<file path="src/pkg/rfm_map.vh">
// register offsets, field positions and reset values of the rail fault mask and output-1 good tree block
// assumes an 8-bit register port with 8-bit offsets, driven from the device's serial interface logic
`ifndef RFM_MAP_VH
`define RFM_MAP_VH

`define RFM_OFS_FAULT_MASK_A       8'ha2
`define RFM_OFS_FAULT_MASK_B       8'ha3
`define RFM_OFS_GOOD_TREE_MASK_A   8'ha4
`define RFM_OFS_GOOD_TREE_MASK_B   8'ha5

`define RFM_RST_FAULT_MASK_A       8'h00
`define RFM_RST_FAULT_MASK_B       8'h20
`define RFM_RST_GOOD_TREE_MASK_A   8'h00
`define RFM_RST_GOOD_TREE_MASK_B   8'h00
`define RFM_READ_UNMAPPED          8'h00

// fault mask A and good-tree mask A share this layout
`define RFM_BIT_A_LINEAR_REG_2     7
`define RFM_BIT_A_LOAD_SWITCH_A1   6
`define RFM_BIT_A_STEP_DOWN_6      5
`define RFM_BIT_A_STEP_DOWN_1      0

// fault mask B
`define RFM_BIT_B_RSVD_RO          7
`define RFM_BIT_B_RSVD_ZERO        6
`define RFM_BIT_B_RSVD_ONE         5
`define RFM_BIT_B_LINEAR_REG_1     4
`define RFM_BIT_B_TERMINATION_REG  3
`define RFM_BIT_B_LOAD_SWITCH_B2   2
`define RFM_BIT_B_LOAD_SWITCH_B1   1
`define RFM_BIT_B_LINEAR_REG_3     0
`define RFM_FAULT_B_RAILS          5

// good-tree mask B
`define RFM_BIT_T_CONTROL_5        7
`define RFM_BIT_T_CONTROL_4        6
`define RFM_BIT_T_CONTROL_2        5
`define RFM_BIT_T_CONTROL_1        4
`define RFM_BIT_T_TERMINATION_REG  3
`define RFM_BIT_T_SWITCH_B2_LIN_1  2
`define RFM_BIT_T_LOAD_SWITCH_B1   1
`define RFM_BIT_T_LINEAR_REG_3     0

`endif

</file>
<file path="src/rfm_sync.v">
// two-flop synchroniser for a group of asynchronous level inputs
// assumes inputs are slow levels; bits are not guaranteed coherent with each other
`timescale 1ns/1ps
module rfm_sync #(
    parameter WIDTH = 8
) (
    // clock and reset
    input  wire             clk,
    input  wire             reset,
    // levels
    input  wire [WIDTH-1:0] async_in,
    output reg  [WIDTH-1:0] sync_out
);

    reg [WIDTH-1:0] meta;

    // first stage feeds only the second stage
    always @(posedge clk) begin
        if (reset) begin
            meta     <= {WIDTH{1'b0}};
            sync_out <= {WIDTH{1'b0}};
        end else begin
            meta     <= async_in;
            sync_out <= meta;
        end
    end

endmodule // rfm_sync

</file>
<file path="src/rfm_top.v">
// rail fault-shutdown masking and output-1 power-good tree
// assumes rail fault, power-good and control pins are asynchronous levels, active high,
// and the register port is driven by same-clock serial interface logic
`timescale 1ns/1ps
`include "rfm_map.vh"
module rfm_top (
    // clock and reset
    input  wire       clk,
    input  wire       reset,
    // register port
    input  wire [7:0] reg_addr,
    input  wire [7:0] reg_wdata,
    input  wire       reg_wr,
    input  wire       reg_rd,
    output reg  [7:0] reg_rdata,
    // rail power faults
    input  wire       fault_step_down_rail_1,
    input  wire       fault_step_down_rail_2,
    input  wire       fault_step_down_rail_3,
    input  wire       fault_step_down_rail_4,
    input  wire       fault_step_down_rail_5,
    input  wire       fault_step_down_rail_6,
    input  wire       fault_load_switch_a1,
    input  wire       fault_linear_reg_2,
    input  wire       fault_linear_reg_3,
    input  wire       fault_load_switch_b1,
    input  wire       fault_load_switch_b2,
    input  wire       fault_termination_reg,
    input  wire       fault_linear_reg_1,
    // rail power good
    input  wire       power_good_step_down_rail_1,
    input  wire       power_good_step_down_rail_2,
    input  wire       power_good_step_down_rail_3,
    input  wire       power_good_step_down_rail_4,
    input  wire       power_good_step_down_rail_5,
    input  wire       power_good_step_down_rail_6,
    input  wire       power_good_load_switch_a1,
    input  wire       power_good_linear_reg_2,
    input  wire       power_good_linear_reg_3,
    input  wire       power_good_load_switch_b1,
    input  wire       power_good_switch_b2_or_linear_reg_1,
    input  wire       power_good_termination_reg,
    // control input pins
    input  wire       control_input_1,
    input  wire       control_input_2,
    input  wire       control_input_4,
    input  wire       control_input_5,
    // results
    output reg        shutdown_request,
    output reg        general_output_1
);

    // mask registers
    reg  [7:0] rail_fault_mask_a;
    reg  [6:0] rail_fault_mask_b;
    reg  [7:0] output1_good_tree_mask_a;
    reg  [7:0] output1_good_tree_mask_b;

    // reset values kept byte wide; mask B stores only bits 6..0
    localparam [7:0] RST_FAULT_A = `RFM_RST_FAULT_MASK_A;
    localparam [7:0] RST_FAULT_B = `RFM_RST_FAULT_MASK_B;
    localparam [7:0] RST_TREE_A  = `RFM_RST_GOOD_TREE_MASK_A;
    localparam [7:0] RST_TREE_B  = `RFM_RST_GOOD_TREE_MASK_B;

    // raw pin groups, in mask bit order
    wire [7:0] fault_a_pins;
    wire [4:0] fault_b_pins;
    wire [7:0] good_a_pins;
    wire [7:0] good_b_pins;

    // synchronised pin groups
    wire [7:0] fault_a_sync;
    wire [4:0] fault_b_sync;
    wire [7:0] good_a_sync;
    wire [7:0] good_b_sync;

    // pin groups after masking
    wire [7:0] fault_a_live;
    wire [4:0] fault_b_live;
    wire [7:0] good_a_seen;
    wire [7:0] good_b_seen;

    // combinational results
    reg  [7:0] next_rdata;
    wire [7:0] fault_mask_b_view;
    wire       fault_hit;
    wire       tree_good;

    // each group in the bit order of the mask that gates it
    assign fault_a_pins = {fault_linear_reg_2,
                           fault_load_switch_a1,
                           fault_step_down_rail_6,
                           fault_step_down_rail_5,
                           fault_step_down_rail_4,
                           fault_step_down_rail_3,
                           fault_step_down_rail_2,
                           fault_step_down_rail_1};
    assign fault_b_pins = {fault_linear_reg_1,
                           fault_termination_reg,
                           fault_load_switch_b2,
                           fault_load_switch_b1,
                           fault_linear_reg_3};
    assign good_a_pins  = {power_good_linear_reg_2,
                           power_good_load_switch_a1,
                           power_good_step_down_rail_6,
                           power_good_step_down_rail_5,
                           power_good_step_down_rail_4,
                           power_good_step_down_rail_3,
                           power_good_step_down_rail_2,
                           power_good_step_down_rail_1};
    // control pins share good-tree mask B with the remaining rails
    assign good_b_pins  = {control_input_5,
                           control_input_4,
                           control_input_2,
                           control_input_1,
                           power_good_termination_reg,
                           power_good_switch_b2_or_linear_reg_1,
                           power_good_load_switch_b1,
                           power_good_linear_reg_3};

    rfm_sync #(
        .WIDTH (8)
    ) u_sync_fault_a (
        .clk      (clk),
        .reset    (reset),
        .async_in (fault_a_pins),
        .sync_out (fault_a_sync)
    );

    rfm_sync #(
        .WIDTH (5)
    ) u_sync_fault_b (
        .clk      (clk),
        .reset    (reset),
        .async_in (fault_b_pins),
        .sync_out (fault_b_sync)
    );

    rfm_sync #(
        .WIDTH (8)
    ) u_sync_good_a (
        .clk      (clk),
        .reset    (reset),
        .async_in (good_a_pins),
        .sync_out (good_a_sync)
    );

    // pin levels and remaining rails, in good-tree mask B bit order
    rfm_sync #(
        .WIDTH (8)
    ) u_sync_good_b (
        .clk      (clk),
        .reset    (reset),
        .async_in (good_b_pins),
        .sync_out (good_b_sync)
    );

    // register writes; reserved bits 6 and 5 of mask B are stored as written
    always @(posedge clk) begin
        if (reset) begin
            rail_fault_mask_a        <= RST_FAULT_A;
            rail_fault_mask_b        <= RST_FAULT_B[`RFM_BIT_B_RSVD_ZERO:0];
            output1_good_tree_mask_a <= RST_TREE_A;
            output1_good_tree_mask_b <= RST_TREE_B;
        end else if (reg_wr) begin
            if (reg_addr == `RFM_OFS_FAULT_MASK_A) begin
                rail_fault_mask_a <= reg_wdata;
            end else if (reg_addr == `RFM_OFS_FAULT_MASK_B) begin
                rail_fault_mask_b <= reg_wdata[`RFM_BIT_B_RSVD_ZERO:0];
            end else if (reg_addr == `RFM_OFS_GOOD_TREE_MASK_A) begin
                output1_good_tree_mask_a <= reg_wdata;
            end else if (reg_addr == `RFM_OFS_GOOD_TREE_MASK_B) begin
                output1_good_tree_mask_b <= reg_wdata;
            end
        end
    end

    // top bit of mask B is read-only zero
    assign fault_mask_b_view = {1'b0, rail_fault_mask_b};

    // read decode; unmapped offsets read as zero
    always @* begin
        next_rdata = reg_rdata;
        if (reg_rd) begin
            if (reg_addr == `RFM_OFS_FAULT_MASK_A) begin
                next_rdata = rail_fault_mask_a;
            end else if (reg_addr == `RFM_OFS_FAULT_MASK_B) begin
                next_rdata = fault_mask_b_view;
            end else if (reg_addr == `RFM_OFS_GOOD_TREE_MASK_A) begin
                next_rdata = output1_good_tree_mask_a;
            end else if (reg_addr == `RFM_OFS_GOOD_TREE_MASK_B) begin
                next_rdata = output1_good_tree_mask_b;
            end else begin
                next_rdata = `RFM_READ_UNMAPPED;
            end
        end
    end

    // a set mask bit blocks that rail's fault
    assign fault_a_live = fault_a_sync & ~rail_fault_mask_a;
    assign fault_b_live = fault_b_sync & ~rail_fault_mask_b[`RFM_FAULT_B_RAILS-1:0];
    assign fault_hit    = (|fault_a_live) | (|fault_b_live);

    // masked inputs are forced good, so an all-masked tree reads good
    assign good_a_seen  = good_a_sync | output1_good_tree_mask_a;
    assign good_b_seen  = good_b_sync | output1_good_tree_mask_b;
    assign tree_good    = (&good_a_seen) & (&good_b_seen);

    // shutdown request latches until reset: the rails are going down anyway,
    // and a fault that clears itself must not bring them back
    always @(posedge clk) begin
        if (reset) begin
            shutdown_request <= 1'b0;
            general_output_1 <= 1'b0;
            reg_rdata        <= 8'h00;
        end else begin
            shutdown_request <= shutdown_request | fault_hit;
            general_output_1 <= tree_good;
            reg_rdata        <= next_rdata;
        end
    end

endmodule // rfm_top

</file>
<file path="config.mk">
export PLATFORM = sky130hd
export DESIGN_NAME = rfm_top
export DESIGN_NICKNAME = d
export VERILOG_FILES = /design/src/rfm_sync.v /design/src/rfm_top.v
export VERILOG_INCLUDE_DIRS = /design/src /design/src/pkg
export SDC_FILE = /design/constraint.sdc
export NUM_CORES = 1
export LEC_CHECK = 0
export BUFFER_PORTS_ARGS = -buffer_cell sky130_fd_sc_hd__buf_2
export CAP_MARGIN = 20
export CORE_UTILIZATION = 50
export CTS_CLUSTER_DIAMETER = 120
export CTS_CLUSTER_SIZE = 10
export DETAILED_ROUTE_END_ITERATION = 8
export GPL_ROUTABILITY_DRIVEN = 0
export HOLD_SLACK_MARGIN = 0.05
export PLACE_DENSITY = 0.75
export SLEW_MARGIN = 20
export SYNTH_ARGS = -nofsm -noshare
export SYNTH_HDL_FRONTEND = slang
export SYNTH_HIERARCHICAL = 1
export SYNTH_SLANG_ARGS = --single-unit
</file>
<file path="constraint.sdc">
create_clock -name clk -period 1.4 [get_ports clk]
set_clock_uncertainty 0.2 [all_clocks]
set_input_delay 0.28 -clock clk [delete_from_list [all_inputs] [get_ports clk]]
set_output_delay 0.28 -clock clk [all_outputs]
set_load 0.05 [all_outputs]
</file>
==> summary.md, run 1 <==
| Metric | Value |
|---|---|
| Placed cells | 495 |
| P_leak | 2.094 nW |
| Min Tclk post-route | 1.372 ns |
| Reg-to-reg setup timing slack | 0.03 ns |
| Die width | 86.51 um |
| Hold WS | 0.06972 ns |
| WL/cell | 13.53 um |
| Cell taking the most area after synthesis | dfxtp_1 |
| Max-Cap Viols | 0 |
| Worst setup SP type | flip-flop |
| Synth Register Bits | 99 |
| Req. time, crit path | 0.92 ns |
| FILL cells | 532 |
| Pre-antenna DRT Iters | 4 |
| Unrepaired setup endpoints after global routing | yes |
| Pwr/cell area | 1032 mW/mm^2 |
| Mapped Cells | 330 |
| Slowest CP cell | dfxtp_1 |
| Routed vias/inst | 4.850 |
| Data arrival, critical path | 0.89 ns |
| Grt ovf | 0 |
| CP Cell Sequence | buf_6 |
| Async SR Flop Fraction | 0% |
| DRT antenna net count | 0 |
| CP delay by family, top | flip-flops |
| Worst slack at placement | -0.3250 ns |
| Fin nets | 495 |
| Setup TNS | 0 ns |
| Critical path class | flip-flop to output pin |
| Period utilization | 98.00% |
| PortBufs | 58 |
| P&R area growth vs syn | 32.45% |
| DP HPWL | 5015 um |
| Clock latency on the worst-skew pair | 0.36 ns |
| All-layer global routing usage | 21.27% |
| Final worst slack | 0.02797 ns |
| Post-Route Utilization | 69.23% |
| Clk slew on worst S/H paths | 0.09 ns |
| Initial Util | 52.27% |
| Wire length of the first global-routing pass | 11850 um |
| I/O pin cnt | 59 |
| Root buf cell | clkbuf_8 |
| Count leader, synth | dfxtp_1 |
| Worst vdd ir | 0.6968 mV |
| Height of the die | 86.51 um |
| Pins over their slew limit | 0 |
| Layout cell share with drive strength beyond 1 | 33.18% |
| Synth Flop Type | dfxtp_1 |
| # diodes | 0 |
| Number of CTS-inserted buffers | 9 |
| Status | finished, final reports clean |
| CORE AREA | 0.006832 sq mm |
| Critical path peak fanout | 2 |
| Buf+Inv Stages, Crit Path | 1 |
| Syn nets | 379 |
| Area share of the largest cell type after synthesis | 55.50% |
| CP Capture Type | output pin |
| Syn_area_per_cell | 10.82 sq um |
| Synthesized area | 0.003571 sq mm |
| Final Cell Area | 0.004730 sq mm |
| Post-synthesis sequential area ratio | 55.50% |
| Max H-tree Level | 3 |
| Final hold vios | 0 |
| Post-DP Area | 0.004131 sq mm |
| Clk sinks | 99 |
| Clock Path Buffers | 2 |
| Post-synth top cells | dfxtp_1, nor2_1, mux2i_1, nor2b_2 |
| Die footprint | 0.007484 sq mm |
| Vias in the first global route | 2590 |
| Fin cells | 545 |
| CTS tree | built |
| Endpoints failing setup | 0 |
| Synth warn | 6 |
| Slew margin rel. | 66.76% |
| Via count | 2643 |
| Hold crit path type | primary input to flip-flop |
| Total power | 4.881 mW |
| Least-Margin Pin Slew | 0.4968 ns |
| Worst path max stage delay | 0.37 ns |
| Synth top area cells | dfxtp_1, mux2i_1, nor2b_2, and2b_2, nor2_1 |
| Initial antenna violation count | 0 |
| Pin count of the biggest net entering global routing | 26 |
| Final WL | 7374 um |
| FP Rows | 30 |
| DR iter-0 viols | 142 |
| DRC | 0 |
| EDFF count, synth | 0 |
| FMAX | 728.8 MHz |
| Synth cell types | 33 |
registers in the layout, summed over array words and instances, names as in the netlist, 7 cells and up:
name,flops
output1_good_tree_mask_a,8
output1_good_tree_mask_b,8
rail_fault_mask_a,8
reg_rdata,8
u_sync_fault_a/meta,8
u_sync_fault_a/sync_out,8
u_sync_good_a/meta,8
u_sync_good_a/sync_out,8
u_sync_good_b/meta,8
u_sync_good_b/sync_out,8
rail_fault_mask_b,7
worst paths after layout:
check                              from                     endpoint  cells after the start
setup / recovery           reg_rdata[5]                 reg_rdata[5]                      1
hold / removal             reg_wdata[0]  output1_good_tree_mask_a[0]                      3
setup reg to reg   rail_fault_mask_a[0]             shutdown_request                      3
hold reg to reg   u_sync_good_a/meta[4]    u_sync_good_a/sync_out[4]                      1
cell usage in the layout (no fill, tap or decap), drive strengths merged, types with 8 or more instances in the layout:
cell,instances
dfxtp,99
and2b,20
dlygate4sd3,36
nand2,11
buf,81
nor2b,40
a22oi,8
inv,15
mux2i,32
clkbuf,10
o22ai,11
o21ai,12
nor2,39
power breakdown:
part	switching (mW)	internal [mW]	total [mW]	leakage (nW)
combinational	0.184	0.253	0.437	1.21
clock	0.903	0.626	1.53	0.0665
sequential	0.0205	2.89	2.91	0.814
total	1.11	3.77	4.88	2.09
metal layers:
metal | share of wire, % | routed length [um] | global-route usage [%] | vias up
met5 | 0 | 0 | 0 | -
met2 | 49 | 3598 | 36.22 | 77
li1 | - | - | - | 1339
met1 | 43 | 3161 | 25.66 | 1211
met3 | 5.3 | 394 | 3.905 | 16
met4 | 3.0 | 221 | 11.21 | 0
layout make-up:
class / count / area [sq um] / area share [%]
Sequential cell: 99 / 1989 / 42.06
Multi-Input combinational cell: 204 / 1465 / 30.98
Clock buffer: 10 / 127.6 / 2.698
Clock inverter: 4 / 30.03 / 0.6349
Tap cell: 96 / 120.1 / 2.540
Inverter: 15 / 56.30 / 1.190
Timing Repair Buffer: 117 / 940.9 / 19.89
cells by family (layout without fill, tap and decap cells):
group           count (synthesis)  in the layout  synth area share [%]
simple gates                  128            128                 23.27
flops                          99             99                 55.50
compound gates                 44             44                 8.305
mux                            32             32                 8.970
buf+inv                        27            146                 3.959
what timing repair did:
action                                  4_1_cts  5_1_grt
pin swaps                                     0        1
resized for setup                            14       15
hold buffers                                 36        0
endpoints found under the hold margin        51        0
endpoints found under the setup margin       11       13
buffers inserted                              0        0
(Power assumes the default switching activity.)
==> run 2, diff against run 1 <==
--- a/config.mk
+++ b/config.mk
@@ -7,14 +7,14 @@
 export NUM_CORES = 1
 export LEC_CHECK = 0
 export BUFFER_PORTS_ARGS = -buffer_cell sky130_fd_sc_hd__buf_2
-export CAP_MARGIN = 20
-export CORE_UTILIZATION = 50
+export CAP_MARGIN = 10
+export CORE_UTILIZATION = 55
 export CTS_CLUSTER_DIAMETER = 120
 export CTS_CLUSTER_SIZE = 10
 export DETAILED_ROUTE_END_ITERATION = 8
 export GPL_ROUTABILITY_DRIVEN = 0
 export HOLD_SLACK_MARGIN = 0.05
-export PLACE_DENSITY = 0.75
+export PLACE_DENSITY = 0.78
 export SLEW_MARGIN = 20
 export SYNTH_ARGS = -nofsm -noshare
 export SYNTH_HDL_FRONTEND = slang
==> constraint.sdc (replaced) <==
create_clock -name clk -period 1.3 [get_ports clk]
set_clock_uncertainty 0.2 [all_clocks]
set_input_delay 0.26 -clock clk [delete_from_list [all_inputs] [get_ports clk]]
set_output_delay 0.26 -clock clk [all_outputs]
set_load 0.05 [all_outputs]
==> summary.md, run 2 (synthesized netlist as in run 1, its figures left out) <==
| Metric | Value |
|---|---|
| Status | finished with violations |
| Failing checks | setup timing |
| Routed vias/inst | 5.349 |
| Clk slew on worst S/H paths | 0.09 ns |
| Slew margin rel. | 68.59% |
| Area occupied by multi-input gates | 0.001562 sq mm |
| Hold path startpoint | reg_wdata[3] |
| R2R depth | 4 |
| Final Cell Area | 0.004974 sq mm |
| Most common cell after layout, fill and taps aside | dfxtp_1 |
| Data arrival, critical path | 0.87 ns |
| WL/cell | 16.15 um |
| Worst path max stage delay | 0.36 ns |
| Critical path peak fanout | 2 |
| Reg-to-reg endpoint | reg_rdata[1] |
| Pins over their slew limit | 0 |
| # diodes | 0 |
| Pin count of the biggest net entering global routing | 20 |
| FILL cells | 335 |
| Req. time, crit path | 0.84 ns |
| Worst vdd ir | 1.219 mV |
| Critical path class | flip-flop to output pin |
| Final WL | 8688 um |
| Layout cell share with drive strength beyond 1 | 41.04% |
| Hold crit path type | primary input to flip-flop |
| P&R area growth vs syn | 39.28% |
| Max H-tree Level | 3 |
| All-layer global routing usage | 26.01% |
| Max-Cap Viols | 0 |
| M1 WL | 3638 um |
| Pre-antenna DRT Iters | 5 |
| Hold Path Stages | 3 |
| I/O pin cnt | 59 |
| Worst setup SP type | flip-flop |
| Number of CTS-inserted buffers | 9 |
| Endpoint, Worst Hold | output1_good_tree_mask_a[3] |
| Buf+Inv Stages, Crit Path | 1 |
| CP Capture Type | output pin |
| Final hold vios | 0 |
| Final worst slack | -0.03147 ns |
| Initial Util | 58.58% |
| Wire length of the first global-routing pass | 12770 um |
| Setup TNS | -0.1340 ns |
| Grt ovf | 0 |
| Slowest CP cell | dfxtp_2 |
| Sequential cell area | 0.002003 sq mm |
| CP delay by family, top | flip-flops |
| Endpoints failing setup | 11 |
| Max Used Layer | met4 |
| DP HPWL | 5137 um |
| DRT antenna net count | 0 |
| Root buf cell | clkbuf_8 |
| Unrepaired setup endpoints after global routing | yes |
| Period utilization | 102.4% |
| Post-DP Area | 0.004174 sq mm |
| CORE AREA | 0.006096 sq mm |
| Initial antenna violation count | 0 |
| Clock Path Buffers | 2 |
| FP Rows | 28 |
| Reg-to-reg setup timing slack | 0.02 ns |
| Height of the die | 82.58 um |
| DR iter-0 viols | 249 |
| DRC | 0 |
| PortBufs | 58 |
| Clock latency on the worst-skew pair | 0.36 ns |
| Fin nets | 507 |
| Routed met3 length | 527 um |
| Clk sinks | 99 |
| Pwr/cell area | 1131 mW/mm^2 |
| Die width | 82.58 um |
| Least-Margin Pin Slew | 0.4695 ns |
| CTS tree | built |
| RR Startpoint | rail_fault_mask_b[1] |
| Die footprint | 0.006819 sq mm |
| Min Tclk post-route | 1.331 ns |
| Met2 Wirelength | 4342 um |
| Via count | 2878 |
| P_leak | 2.203 nW |
| Most frequent cells in the layout | dfxtp_1, buf_2, nor2_1, dlygate4sd3_1, mux2i_1 |
| FMAX | 751.1 MHz |
| Vias in the first global route | 2691 |
| CP Cell Sequence | buf_8 |
[run 2: changes by cell type in the layout (fill, tap and decap cells not counted), moves of 3 or more]
cell,before,now
o21ai_1,0,12
dfxtp_1,93,82
buf_8,0,9
dfxtp_2,6,17
a22oi_2,0,3
a22oi_1,8,5
o21ai_0,12,0
a2bb2oi_2,0,6
a2bb2oi_1,6,0
buf_6,8,4
buf_4,20,30
[run 2: cell type report]
class                           count  share of cell area [%]
Inverter                           15                   1.132
Clock buffer                       12                   2.918
Tap cell                           75                   1.887
Clock inverter                      4                   1.006
Multi-Input combinational cell    204                   31.40
Timing Repair Buffer              129                   21.38
Sequential cell                    99                   40.28
[run 2: how the worst max path moves through the flow]
stage | start | endpoint | cells after the start
finish | reg_rdata[2] | reg_rdata[2] | 1
global route | reg_addr[1] | rail_fault_mask_a[0] | 7
CTS | reg_rdata[5] | reg_rdata[5] | 1
detailed placement | reg_addr[4] | output1_good_tree_mask_b[5] | 6
global placement | reg_addr[4] | output1_good_tree_mask_b[1] | 6
floorplan | reg_addr[4] | rail_fault_mask_b[0] | 5
[run 2: per-layer routing]
metal | vias up | global-route usage (%)
met2 | 142 | 44.38
met5 | - | 0
met4 | 0 | 11.03
met3 | 23 | 6.813
met1 | 1351 | 30.87
li1 | 1362 | -
[run 2: power breakdown]
group | internal (mW) | switching, mW
clock network | 0.941 | 1.01
logic | 0.304 | 0.228
registers | 3.12 | 0.0248
[run 2: tightest hold or removal path, cell delays in order]
cell and delay, ns:
buf_2 0.18, mux2i_1 0.09, nor2_1 0.07
[run 2: per-stage QoR]
stage	setup slack [ns]	power, mW	util, %	hold WS [ns]	std cells
6_report	-0.03147	5.626	81.59	0.08550	538
5_1_grt	-0.04611	5.808	81.59	0.07275	538
4_1_cts	-0.02625	5.589	79.82	0.05299	538
3_5_place_dp	-0.3980	3.603	68.47	0.2204	484
3_3_place_gp	-0.3394	3.592	68.47	0.2200	484
2_1_floorplan	-0.2105	3.414	-	0.1316	330
[run 2: timing repair]
action,CTS,global route
hold buffers,36,0
pin swaps,1,8
endpoints found under the hold margin,53,0
endpoints found under the setup margin,14,35
resized for setup,42,30
buffers inserted,2,1
==> run 3, diff against run 2 <==
--- a/config.mk
+++ b/config.mk
@@ -8,13 +8,14 @@
 export LEC_CHECK = 0
 export BUFFER_PORTS_ARGS = -buffer_cell sky130_fd_sc_hd__buf_2
 export CAP_MARGIN = 10
-export CORE_UTILIZATION = 55
+export CORE_UTILIZATION = 58
+export CTS_BUF_LIST = sky130_fd_sc_hd__clkbuf_8
 export CTS_CLUSTER_DIAMETER = 120
 export CTS_CLUSTER_SIZE = 10
 export DETAILED_ROUTE_END_ITERATION = 8
 export GPL_ROUTABILITY_DRIVEN = 0
 export HOLD_SLACK_MARGIN = 0.05
-export PLACE_DENSITY = 0.78
+export PLACE_DENSITY = 0.82
 export SLEW_MARGIN = 20
 export SYNTH_ARGS = -nofsm -noshare
 export SYNTH_HDL_FRONTEND = slang
==> summary.md, run 3 (synthesized netlist as in run 1, its figures left out) <==
| Metric | Value |
|---|---|
| Crit path capture | general_output_1 |
| Hold crit path type | primary input to flip-flop |
| Internal power | 4.335 mW |
| P_leak | 2.181 nW |
| R2R depth | 4 |
| Pre-antenna DRT Iters | 4 |
| CP Capture Type | flip-flop |
| Post-DP Area | 0.004116 sq mm |
| Critical Path Stages | 4 |
| Height of the die | 80.47 um |
| Worst Setup SP | output1_good_tree_mask_a[6] |
| P&R area growth vs syn | 37.91% |
| Buf+Inv Stages, Crit Path | 0 |
| DP HPWL | 5258 um |
| Final hold vios | 0 |
| Least-Margin Pin Slew | 0.5476 ns |
| Slowest CP cell | dfxtp_1 |
| Routed vias/inst | 5.223 |
| Worst vdd ir | 1.042 mV |
| FP Rows | 28 |
| All-layer global routing usage | 27.65% |
| Pwr/cell area | 1138 mW/mm^2 |
| Switch share | 22.63% |
| Root buf cell | clkbuf_8 |
| # diodes | 0 |
| Wire length of the first global-routing pass | 12940 um |
| Critical path peak fanout | 3 |
| Fin nets | 506 |
| Max-Cap Viols | 0 |
| FMAX | 726.0 MHz |
| Reg-to-reg endpoint | general_output_1 |
| Max H-tree Level | 3 |
| Period utilization | 106.0% |
| Grt ovf | 0 |
| PortBufs | 58 |
| Setup TNS | -0.4661 ns |
| Die width | 80.47 um |
| CTS tree | built |
| I/O pin cnt | 59 |
| DR iter-0 viols | 245 |
| Initial antenna violation count | 0 |
| Number of CTS-inserted buffers | 9 |
| Slew margin rel. | 63.36% |
| DRT antenna net count | 0 |
| Layout cell share with drive strength beyond 1 | 38.96% |
| Min Tclk post-route | 1.377 ns |
| CP Cell Sequence | nor2_1 -> nor4_1 -> nand2_1 -> nor3_1 |
| RR Startpoint | output1_good_tree_mask_a[6] |
| Clk sinks | 99 |
| Clk slew on worst S/H paths | 0.09 ns |
| Final WL | 8730 um |
| Initial Util | 60.31% |
| Logic gate share of total power | 9.1% |
| Clock Path Buffers | 2 |
| Failing checks | setup timing |
| Clock latency on the worst-skew pair | 0.36 ns |
| Die footprint | 0.006475 sq mm |
| Clock power share | 34.8% |
| Final worst slack | -0.07737 ns |
| Status | finished with violations |
| Endpoints failing setup | 16 |
| Vias in the first global route | 2762 |
| Worst setup SP type | flip-flop |
| Most common cell after layout, fill and taps aside | dfxtp_1 |
| Most frequent cells in the layout | dfxtp_1, buf_2, nor2_1, dlygate4sd3_1, buf_4 |
| CP delay by family, top | simple AND/OR/NAND/NOR gates |
| DRC | 0 |
| Pins over their slew limit | 0 |
| Worst path max stage delay | 0.40 ns |
| NetSw | 1.268 mW |
| Reg-to-reg setup timing slack | -0.08 ns |
| Final Cell Area | 0.004925 sq mm |
| WL/cell | 16.26 um |
| CORE AREA | 0.005921 sq mm |
| Critical path class | flip-flop to flip-flop |
| Unrepaired setup endpoints after global routing | yes |
| Req. time, crit path | 1.36 ns |
| Via count | 2805 |
| Data arrival, critical path | 1.44 ns |
| Sequential share of power | 56.1% |
| Pin count of the biggest net entering global routing | 32 |
## run 3: cell count changes in the layout (fill, tap and decap cells not counted), moves of 2 or more
cell       previous run  this run
a2bb2oi_2             6         2
inv_1                14        17
clkbuf_1              2         0
a22oi_1               5         7
mux2i_1              32        29
a221oi_1              2         0
a22oi_2               3         1
dfxtp_2              17        14
buf_6                 4         2
mux2i_2               0         3
a2bb2oi_1             0         4
a221oi_2              0         2
dfxtp_1              82        85
## run 3: worst min path at each step
| stage | startpoint | end | cells past startpoint |
|---|---|---|---|
| 3_3_place_gp | u_sync_fault_b/meta[0] | u_sync_fault_b/sync_out[0] | 1 |
| 6_report | reg_addr[3] | reg_rdata[4] | 3 |
| 2_1_floorplan | reset | u_sync_fault_b/meta[0] | 1 |
| 3_5_place_dp | u_sync_fault_b/meta[0] | u_sync_fault_b/sync_out[0] | 1 |
| 4_1_cts | reg_addr[3] | reg_rdata[7] | 3 |
| 5_1_grt | reg_addr[3] | reg_rdata[4] | 3 |
## run 3: power groups by stage
stage                     sequential (mW)  clock [mW]  combinational (mW)
after floorplan                      3.21           0               0.201
after CTS                            3.14        1.95               0.477
after detailed placement             3.21           0               0.381
final                                3.14        1.95               0.510
after global placement               3.21           0               0.369
after global routing                 3.15        2.09               0.548
## run 3: cell type report
cell class | count | area [sq um]
Timing Repair Buffer | 128 | 1049
Multi-Input combinational cell | 204 | 1531
Sequential cell | 99 | 1999
Tap cell | 75 | 93.84
Clock buffer | 10 | 137.6
Clock inverter | 6 | 57.56
Inverter | 15 | 56.30
Fill cell | 320 | 996.0
## run 3: stage by stage
| stage | util [%] | total power, mW | std cells | setup slack (ns) | hold slack (ns) |
|---|---|---|---|---|---|
| global placement | 69.53 | 3.577 | 478 | -0.3572 | 0.2194 |
| detailed placement | 69.53 | 3.593 | 478 | -0.4104 | 0.2204 |
| CTS | 81.02 | 5.574 | 533 | -0.04875 | 0.05904 |
| global route | 83.18 | 5.790 | 537 | -0.1459 | 0.09088 |
| floorplan | - | 3.414 | 330 | -0.2105 | 0.1316 |
| finish | 83.18 | 5.603 | 537 | -0.07737 | 0.08214 |
## run 3: worst register-to-register path, delay by kind of cell, from the launching register on
family | cells | cell delay, ns
and+or+nand+nor | 4 | 0.68
DFF | 1 | 0.40
## run 3: what timing repair did
action | CTS | global route
pin swaps | 1 | 6
hold buffers | 37 | 0
hold endpoints to repair | 56 | 0
gates resized for setup | 36 | 25
endpoints found under the setup margin | 22 | 33
buffers inserted | 2 | 4
## run 3: per-layer routing
layer	vias up	share of wire, %	track usage [%]
met5	-	0	0
met1	1331	41	31.61
met3	19	4.9	5.227
met4	0	2.3	15.18
li1	1361	-	-
met2	94	51	48.22
